$ cat config.mk
export PLATFORM = sky130hd
export DESIGN_NAME = peripheral_interrupt_flags
export DESIGN_NICKNAME = d
export VERILOG_FILES = /design/src/pif_pkg.sv /design/src/peripheral_interrupt_flags.sv /design/src/period_postscaler.sv
export SDC_FILE = /design/constraint.sdc
export NUM_CORES = 1
export LEC_CHECK = 0
export BUFFER_PORTS_ARGS = -buffer_cell sky130_fd_sc_hd__buf_2
export CAP_MARGIN = 30
export CORE_MARGIN = 3
export CORE_UTILIZATION = 30
export DETAILED_ROUTE_END_ITERATION = 12
export PLACE_DENSITY = 0.5
export SETUP_SLACK_MARGIN = 0.02
export SKIP_CTS_REPAIR_TIMING = 1
export SYNTH_ARGS = -nofsm -noshare
export SYNTH_HDL_FRONTEND = slang
export SYNTH_SLANG_ARGS = --single-unit
$ cat constraint.sdc
create_clock -name mclk -period 1.9 [get_ports mclk]
set_input_delay 0.19 -clock mclk [delete_from_list [all_inputs] [get_ports mclk]]
set_output_delay 0.19 -clock mclk [all_outputs]
set_load 0.1 [all_outputs]
$ cat src/pif_pkg.sv
// package: offsets, field layout and carriers of the peripheral flag bank
package pif_pkg;

    // ------------------------------------------------------------
    // register map
    // ------------------------------------------------------------
    localparam int ADDR_W = 12;
    localparam int DATA_W = 8;
    localparam logic [11:0] IRQ_CONTROL_OFFSET = 12'h70B;
    localparam logic [11:0] ANALOG_FLAGS_OFFSET = 12'h70E;
    localparam logic [11:0] SERIAL_FLAGS_OFFSET = 12'h70F;
    localparam logic [11:0] TIMER_FLAGS_OFFSET = 12'h710;
    localparam logic [11:0] LCG_FLAGS_OFFSET = 12'h711;
    localparam logic [11:0] CCP_FLAGS_OFFSET = 12'h712;
    localparam logic [11:0] ANALOG_ENABLE_OFFSET = 12'h718;
    localparam logic [11:0] SERIAL_ENABLE_OFFSET = 12'h719;
    localparam logic [11:0] TIMER_ENABLE_OFFSET = 12'h71A;
    localparam logic [11:0] LCG_ENABLE_OFFSET = 12'h71B;
    localparam logic [11:0] CCP_ENABLE_OFFSET = 12'h71C;
    localparam logic [7:0] REG_RESET = 8'h00;

    // ------------------------------------------------------------
    // implemented bits of each register
    // ------------------------------------------------------------
    localparam logic [7:0] ANALOG_MASK = 8'h43;
    localparam logic [7:0] SERIAL_MASK = 8'h33;
    localparam logic [7:0] SERIAL_WRITE_MASK = 8'h03;
    localparam logic [7:0] TIMER_MASK = 8'h3F;
    localparam logic [7:0] LCG_MASK = 8'hF7;
    localparam logic [7:0] CCP_MASK = 8'h0F;
    localparam logic [7:0] IRQ_CONTROL_MASK = 8'hC0;

    // ------------------------------------------------------------
    // field positions
    // ------------------------------------------------------------
    localparam int ZERO_CROSS_BIT = 6;
    localparam int COMPARATOR_LSB = 0;
    localparam int RECEIVE_PENDING_BIT = 5;
    localparam int TRANSMIT_SPACE_BIT = 4;
    localparam int BUS_COLLISION_BIT = 1;
    localparam int SYNC_PORT_DONE_BIT = 0;
    localparam int LOGIC_CELL_LSB = 4;
    localparam int GATE_DONE_LSB = 0;
    localparam int CAPCOMP_LSB = 0;
    localparam int GLOBAL_IRQ_ENABLE_BIT = 7;
    localparam int PERIPHERAL_IRQ_ENABLE_BIT = 6;
    localparam int POSTSCALE_W = 4;
    localparam logic [3:0] POSTSCALE_ONE_TO_ONE = 4'h0;

    // ------------------------------------------------------------
    // carriers
    // ------------------------------------------------------------
    typedef enum logic [1:0] {CCP_CAPTURE, CCP_COMPARE, CCP_PWM, CCP_OFF} ccp_mode_type;

    typedef struct packed {
        logic write;
        logic read;
        logic [11:0] addr;
        logic [7:0] wdata;
    } reg_req_type;

    typedef struct packed {
        logic zero_cross;
        logic [1:0] comparator;
        logic rx_not_empty;
        logic tx_has_space;
        logic bus_collision;
        logic sync_done;
        logic [2:0] overflow;
        logic [2:0] period_match;
        logic [3:0] logic_cell;
        logic [2:0] gate_level;
        logic [3:0] capture;
        logic [3:0] compare;
        logic [3:0] pwm_trailing;
    } periph_event_type;

endpackage

$ cat src/peripheral_interrupt_flags.sv
// peripheral interrupt request flag bank with enables and request output
`timescale 1ns/1ps
`default_nettype none
module peripheral_interrupt_flags
    import pif_pkg::*;
(
    // clock and reset
    input wire logic mclk,
    input wire logic rst_n,
    // register port
    input wire reg_req_type req,
    output logic [DATA_W-1:0] rd_data,
    // peripheral events
    input wire periph_event_type ev,
    input wire logic [2:0][POSTSCALE_W-1:0] postscale,
    input wire ccp_mode_type [3:0] ccp_mode,
    // requests to the processor
    output logic peripheral_irq,
    output logic cpu_irq
);

    logic [7:0] analog_flags;
    logic [7:0] serial_flags;
    logic [7:0] timer_flags;
    logic [7:0] lcg_flags;
    logic [7:0] ccp_flags;
    logic [7:0] analog_enable;
    logic [7:0] serial_enable;
    logic [7:0] timer_enable;
    logic [7:0] lcg_enable;
    logic [7:0] ccp_enable;
    logic [7:0] irq_control;
    logic [7:0] next_analog;
    logic [7:0] next_serial;
    logic [7:0] next_timer;
    logic [7:0] next_lcg;
    logic [7:0] next_ccp;
    logic [7:0] analog_set;
    logic [7:0] serial_set;
    logic [7:0] timer_set;
    logic [7:0] lcg_set;
    logic [7:0] ccp_set;
    logic [2:0] period_event;
    logic [2:0] gate_prev;
    logic [2:0] gate_fell;
    logic [3:0] ccp_event;
    logic any_pending;

    // ------------------------------------------------------------
    // event sources
    // ------------------------------------------------------------
    genvar gi;
    generate
        for (gi = 0; gi < 3; gi++)
        begin : g_post
            period_postscaler u_post (
                .mclk(mclk),
                .rst_n(rst_n),
                .period_match(ev.period_match[gi]),
                .ratio(postscale[gi]),
                .overflow(period_event[gi])
            );
        end
    endgenerate

    // gate level is kept one cycle to spot its falling edge
    always_ff @(posedge mclk or negedge rst_n)
    begin
        if (!rst_n)
        begin
            gate_prev <= 3'h0;
        end
        else
        begin
            gate_prev <= ev.gate_level;
        end
    end

    assign gate_fell = gate_prev & ~ev.gate_level;

    always_comb
    begin
        for (int i = 0; i < 4; i++)
        begin
            case (ccp_mode[i])
                CCP_CAPTURE: ccp_event[i] = ev.capture[i];
                CCP_COMPARE: ccp_event[i] = ev.compare[i];
                CCP_PWM: ccp_event[i] = ev.pwm_trailing[i];
                default: ccp_event[i] = 1'b0;
            endcase
        end
    end

    // ------------------------------------------------------------
    // set vectors, laid out as the register fields
    // ------------------------------------------------------------
    always_comb
    begin
        analog_set = 8'h00;
        analog_set[ZERO_CROSS_BIT] = ev.zero_cross;
        analog_set[COMPARATOR_LSB +: 2] = ev.comparator;
        serial_set = 8'h00;
        serial_set[BUS_COLLISION_BIT] = ev.bus_collision;
        serial_set[SYNC_PORT_DONE_BIT] = ev.sync_done;
        timer_set = {2'b00, period_event[2], ev.overflow[2], period_event[1],
            ev.overflow[1], period_event[0], ev.overflow[0]};
        lcg_set = {ev.logic_cell, 1'b0, gate_fell};
        ccp_set = {4'h0, ccp_event};
    end

    // ------------------------------------------------------------
    // next flag values: a hardware set always beats a software clear
    // ------------------------------------------------------------
    function automatic logic [7:0] flag_next(
        input logic [7:0] cur,
        input logic [7:0] set,
        input logic [7:0] mask,
        input logic [7:0] data,
        input logic hit
    );
        logic [7:0] base;
        base = hit ? (data & mask) : cur;
        return (base | set) & mask;
    endfunction

    // write data goes in as an argument so every change of it re-evaluates
    assign next_analog = flag_next(analog_flags, analog_set, ANALOG_MASK, req.wdata,
        req.write && req.addr == ANALOG_FLAGS_OFFSET);
    assign next_timer = flag_next(timer_flags, timer_set, TIMER_MASK, req.wdata,
        req.write && req.addr == TIMER_FLAGS_OFFSET);
    assign next_lcg = flag_next(lcg_flags, lcg_set, LCG_MASK, req.wdata,
        req.write && req.addr == LCG_FLAGS_OFFSET);
    assign next_ccp = flag_next(ccp_flags, ccp_set, CCP_MASK, req.wdata,
        req.write && req.addr == CCP_FLAGS_OFFSET);

    // buffer status bits follow their levels; writes never reach them
    always_comb
    begin
        next_serial = flag_next(serial_flags, serial_set, SERIAL_WRITE_MASK, req.wdata,
            req.write && req.addr == SERIAL_FLAGS_OFFSET);
        next_serial[RECEIVE_PENDING_BIT] = ev.rx_not_empty;
        next_serial[TRANSMIT_SPACE_BIT] = ev.tx_has_space;
    end

    // ------------------------------------------------------------
    // flag registers
    // ------------------------------------------------------------
    always_ff @(posedge mclk or negedge rst_n)
    begin
        if (!rst_n)
        begin
            analog_flags <= REG_RESET;
            serial_flags <= REG_RESET;
            timer_flags <= REG_RESET;
            lcg_flags <= REG_RESET;
            ccp_flags <= REG_RESET;
        end
        else
        begin
            analog_flags <= next_analog;
            serial_flags <= next_serial;
            timer_flags <= next_timer;
            lcg_flags <= next_lcg;
            ccp_flags <= next_ccp;
        end
    end

    // ------------------------------------------------------------
    // enable and control registers
    // ------------------------------------------------------------
    always_ff @(posedge mclk or negedge rst_n)
    begin
        if (!rst_n)
        begin
            analog_enable <= REG_RESET;
            serial_enable <= REG_RESET;
            timer_enable <= REG_RESET;
            lcg_enable <= REG_RESET;
            ccp_enable <= REG_RESET;
            irq_control <= REG_RESET;
        end
        else if (req.write)
        begin
            case (req.addr)
                ANALOG_ENABLE_OFFSET: analog_enable <= req.wdata & ANALOG_MASK;
                SERIAL_ENABLE_OFFSET: serial_enable <= req.wdata & SERIAL_MASK;
                TIMER_ENABLE_OFFSET: timer_enable <= req.wdata & TIMER_MASK;
                LCG_ENABLE_OFFSET: lcg_enable <= req.wdata & LCG_MASK;
                CCP_ENABLE_OFFSET: ccp_enable <= req.wdata & CCP_MASK;
                IRQ_CONTROL_OFFSET: irq_control <= req.wdata & IRQ_CONTROL_MASK;
                default: ;
            endcase
        end
    end

    // ------------------------------------------------------------
    // read port, data one cycle after the strobe
    // ------------------------------------------------------------
    always_ff @(posedge mclk or negedge rst_n)
    begin
        if (!rst_n)
        begin
            rd_data <= REG_RESET;
        end
        else if (req.read)
        begin
            case (req.addr)
                ANALOG_FLAGS_OFFSET: rd_data <= analog_flags;
                SERIAL_FLAGS_OFFSET: rd_data <= serial_flags;
                TIMER_FLAGS_OFFSET: rd_data <= timer_flags;
                LCG_FLAGS_OFFSET: rd_data <= lcg_flags;
                CCP_FLAGS_OFFSET: rd_data <= ccp_flags;
                ANALOG_ENABLE_OFFSET: rd_data <= analog_enable;
                SERIAL_ENABLE_OFFSET: rd_data <= serial_enable;
                TIMER_ENABLE_OFFSET: rd_data <= timer_enable;
                LCG_ENABLE_OFFSET: rd_data <= lcg_enable;
                CCP_ENABLE_OFFSET: rd_data <= ccp_enable;
                IRQ_CONTROL_OFFSET: rd_data <= irq_control;
                default: rd_data <= 8'h00;
            endcase
        end
        else
        begin
            rd_data <= 8'h00;
        end
    end

    // ------------------------------------------------------------
    // request to the processor
    // ------------------------------------------------------------
    // stale flags fire at once when enabled, so software clears first
    assign any_pending = |(analog_flags & analog_enable) | |(serial_flags & serial_enable)
        | |(timer_flags & timer_enable) | |(lcg_flags & lcg_enable)
        | |(ccp_flags & ccp_enable);
    assign peripheral_irq = any_pending && irq_control[PERIPHERAL_IRQ_ENABLE_BIT];
    assign cpu_irq = peripheral_irq && irq_control[GLOBAL_IRQ_ENABLE_BIT];
endmodule // peripheral_interrupt_flags
`default_nettype wire

$ cat src/period_postscaler.sv
// postscaler that turns timer period matches into flag events
`timescale 1ns/1ps
`default_nettype none
module period_postscaler
    import pif_pkg::*;
(
    // clock and reset
    input wire logic mclk,
    input wire logic rst_n,
    // match in, ratio select
    input wire logic period_match,
    input wire logic [POSTSCALE_W-1:0] ratio,
    // event out
    output logic overflow
);

    logic [POSTSCALE_W-1:0] count;

    // ratio 0 is 1:1, so every match passes straight through
    assign overflow = period_match && (count >= ratio);

    // ------------------------------------------------------------
    // match counter
    // ------------------------------------------------------------
    always_ff @(posedge mclk or negedge rst_n)
    begin
        if (!rst_n)
        begin
            count <= '0;
        end
        else if (overflow)
        begin
            count <= '0;
        end
        else if (period_match)
        begin
            count <= count + 4'h1;
        end
    end

endmodule // period_postscaler
`default_nettype wire

==> results.txt <==
----------------------------------------------------
[Die]
  Die area ... around 15,000 sq um
  I/O Pins ... between 80 and 90
  Die width ... 122 microns
  Area inside the core boundary ... ~13,000 sq um
  Row count ... 41
  Die height ... around 120 microns
  Initial standard-cell utilization of the core ... 0.313

[Detailed routing]
  Detailed-router iteration count before antenna repair ... 6
  Per-cell routed wire length ... ~17 microns
  Wirelength, routed ... ~12 mm
  Remaining DRCs ... 0
  Routed vias ... 3,563
  Number of routed nets with antenna violations ... 0
  Average via count per standard cell ... 5.02
  Iter 0 DRT Violations ... roughly 260

[Finish]
  Top library cells by usage in the layout, fill and taps aside ... buf_2 (83), dfrtp_1 (72), buf_4 (62)
  Number of fill cells in the layout ... between 1,000 and 1,500
  Register Area ... about 1800 sq um
  Core occupancy in the finished layout ... 0.429
  Antenna cell count ... 0
  Layout overhead on the synthesized area ... 37.1%
  Most common library cell in the layout ignoring fill and taps ... buf_2
  Multi-input gate area in the final layout ... approximately 2100 sq um
  Fin nets ... around 620
  Finished Layout Cells ... 710
  Ratio of cells with drive above 1 in the final layout ... 0.403
  Total non-filler cell area in the finished layout ... around 5600 sq um

[Clock tree]
  CTS Sinks ... 73
  Max Buffers Root-to-Sink ... 2
  TritonCTS clock tree ... yes
  Master cell of the clock root buffer ... clkbuf_16
  Number of buffers created by CTS ... 9
  Worst-skew pair later-pin latency ... approximately 0.33 ns
  Clock edge transition at the registers on the reported setup and hold paths ... approximately 0.060 ns
  CTS H-tree depth ... 3

[Synthesis]
  Register area share after synthesis ... 0.451
  Cell area after synthesis ... just over 4000 sq um
  Leading area contributor after synthesis ... dfrtp_1
  Synthesis Warnings ... 0
  Count of unique library cells instantiated by Yosys ... 60
  Portion of synthesized cell area occupied by the leading cell type ... 0.451
  FF+latch count, synth ... 73
  Most frequently used flop master after synthesis ... dfrtp_1
  Count of flip-flops with a built-in enable after synthesis ... 0
  Area contributors post-synth ... dfrtp_1 (45%), ha_1 (4.6%), mux2_2 (4.4%), mux2_1 (4.2%), nand2_1 (3.6%)
  Average cell area after synthesis ... approximately 11 sq um
  Net count after synthesis ... between 400 and 500
  Proportion of register bits with asynchronous set or reset after synthesis ... 1.00
  Synthesized instance count ... ~380

[Setup path]
  Crit path launch type ... flip-flop
  Worst setup path startpoint ... serial_enable[4]
  Category of the worst setup path capture point ... output port
  Worst Path Required ... between 1.5 and 2 ns
  Crit Reg-Reg Startpoint ... g_post[2].u_post.count[0]
  Critical path class ... reg2out
  Endpoint arrival time on the critical path ... between 1.5 and 2 ns
  Worst Path Max Fanout ... 3

[Timing]
  Worst Tran Pin Value ... approximately 0.48 ns
  Total negative slack ... -0.212 ns
  Crit path time final ... just over 2 ns
  PnR worst setup slack ... -0.111 ns
  Final hold violations ... 0
  Setup repair after global routing missed its margin ... yes
  Max-slew violation count ... 0
  Normalized max-slew margin ... 0.678
  Period Utilization, post-route ... 1.06
  Timing-limited maximum frequency ... around 0.50 GHz
  Clock skew after layout ... between 0.005 and 0.006 ns
  Final Setup Violations ... 2

[Power]
  VDD IR max ... 0.435 mV
  Leak pwr ... between 2 and 3 nW
  Cell area power density ... just over 800 nW/um^2

[Global route]
  Global-route met1 utilization ... 0.223
  Congestion Overflow GR ... 0
  Vias in the first global route ... approximately 3,600
  Met2 Use GR ... 0.266
  Wire length of the first global-routing pass ... around 19 mm
  Top Usage Layer GRT ... met2
  GR Util met3 ... 0.0450
  Total routing usage reported by global routing ... 0.167
  Antenna violations before repair ... 0
  Pin count of the biggest net entering global routing ... 35

[Place]
  Standard cell area after detailed placement ... slightly above 5000 sq um
  DP Wirelength ... about 9.5 mm
  Routability congestion estimate from global placement ... around 0.89
  Total of buffers placed on input and output ports ... 85
  Setup slack after placement ... -0.0941 ns
  Number of placed instances, taps included ... 684

[Worst hold path]
  Class of the most critical hold timing path ... in2reg
  Hold Startpoint ... ev[24]

[Status]
  Violations in the final reports ... negative setup slack
  Outcome ... finished, violations left

[Flow run]
  Max capacitance violation total ... 0

----------------------------------------------------
[Yosys cell counts (2+ instances only)]
library cell   n
and3_1         5
nand3b_1       9
a21o_1         3
a221oi_1       2
nor3_1         7
a22oi_1       13
a222oi_1       3
mux2i_1       11
o21ai_0        9
o21bai_1       3
mux2_2        16
ha_1          15
nand3_1        7
nor3_4         2
or4b_2         3
o211ai_1       5
a22o_1         5
o22ai_1        6
o221ai_1       5
o21ai_1        3
a31oi_1        3
a21oi_1        9
a211o_1        4
and2_1         3
nor2_1        19
a31oi_2        2
dfrtp_1       73
buf_2          5
a211oi_1       2
buf_6          2
clkbuf_1       6
nand2_1       39
a32oi_1        6
mux2_1        15
nand2b_1       6
nand4_1        3
buf_1          2
inv_1         28
a21oi_2        4
[sequential cells by signal (all words and copies together) (netlist names)]
register and cells:
lcg_enable 7, ccp_flags 4, lcg_flags 7, timer_enable 6, ccp_enable 4, irq_control 2, analog_enable 3, g_post.u_post.count 12
analog_flags 3, rd_data 8, serial_enable 4, timer_flags 6, gate_prev 3, serial_flags 4
[path summary, 6_finish.rpt]
kind	to	cells after the start	slack [ns]
worst max-delay path	cpu_irq	5	-0.11
worst min-delay path	timer_flags[4]	2	0.04
worst max register to register	g_post[2].u_post.count[3]	7	0.20
worst min register to register	lcg_flags[1]	2	0.51
max in group asynchronous	lcg_flags[2]	3	1.01
min in group asynchronous	timer_enable[0]	2	0.32
[where the power goes]
group	internal, mW	leakage, nW	switching (mW)	total (mW)
logic	0.482	1.66	0.478	0.960
registers	1.67	0.877	0.114	1.79
clock network	1.15	0.155	0.674	1.82
total	3.30	2.69	1.27	4.57
[final cells by class]
type,count,share of cell area
inverters,28,0.0189
repair buffers,153,0.177
clock buffers,9,0.0406
flip-flops and latches,73,0.329
multi-input cells,268,0.379
well taps,172,0.0388
clock inverters,7,0.0171
[metrics by stage]
step / power [mW] / hold WS (ns)
3_3_place_gp: 2.61 / 0.124
4_1_cts: 4.50 / -0.237
6_report: 4.57 / 0.0411
5_1_grt: 4.84 / 0.0325
3_5_place_dp: 2.65 / 0.125
2_1_floorplan: 2.27 / -0.106
[logic make-up after synthesis]
kind of cell,Yosys count,share of synthesized area
AND/OR/NAND/NOR,119,0.174
adder cells (fa/ha/maj),15,0.0463
buffers and inverters,43,0.0451
AO/OA/AOI/OAI,92,0.170
flip-flops,73,0.451
multiplexers,42,0.113
[metal layers]
layer | part of all wire | wire length (microns)
met1 | 0.44 | 5430
met2 | 0.47 | 5790
met3 | 0.067 | 822
met4 | 0.015 | 180
met5 | 0 | 0
[critical path, stage by stage (launching register included)]
cell	delay, ns
dfrtp_1	0.42
a22oi_1	0.24
nand4_1	0.12
o31a_2	0.39
and2_4	0.16
buf_12	0.16
(Power assumes the default switching activity.)
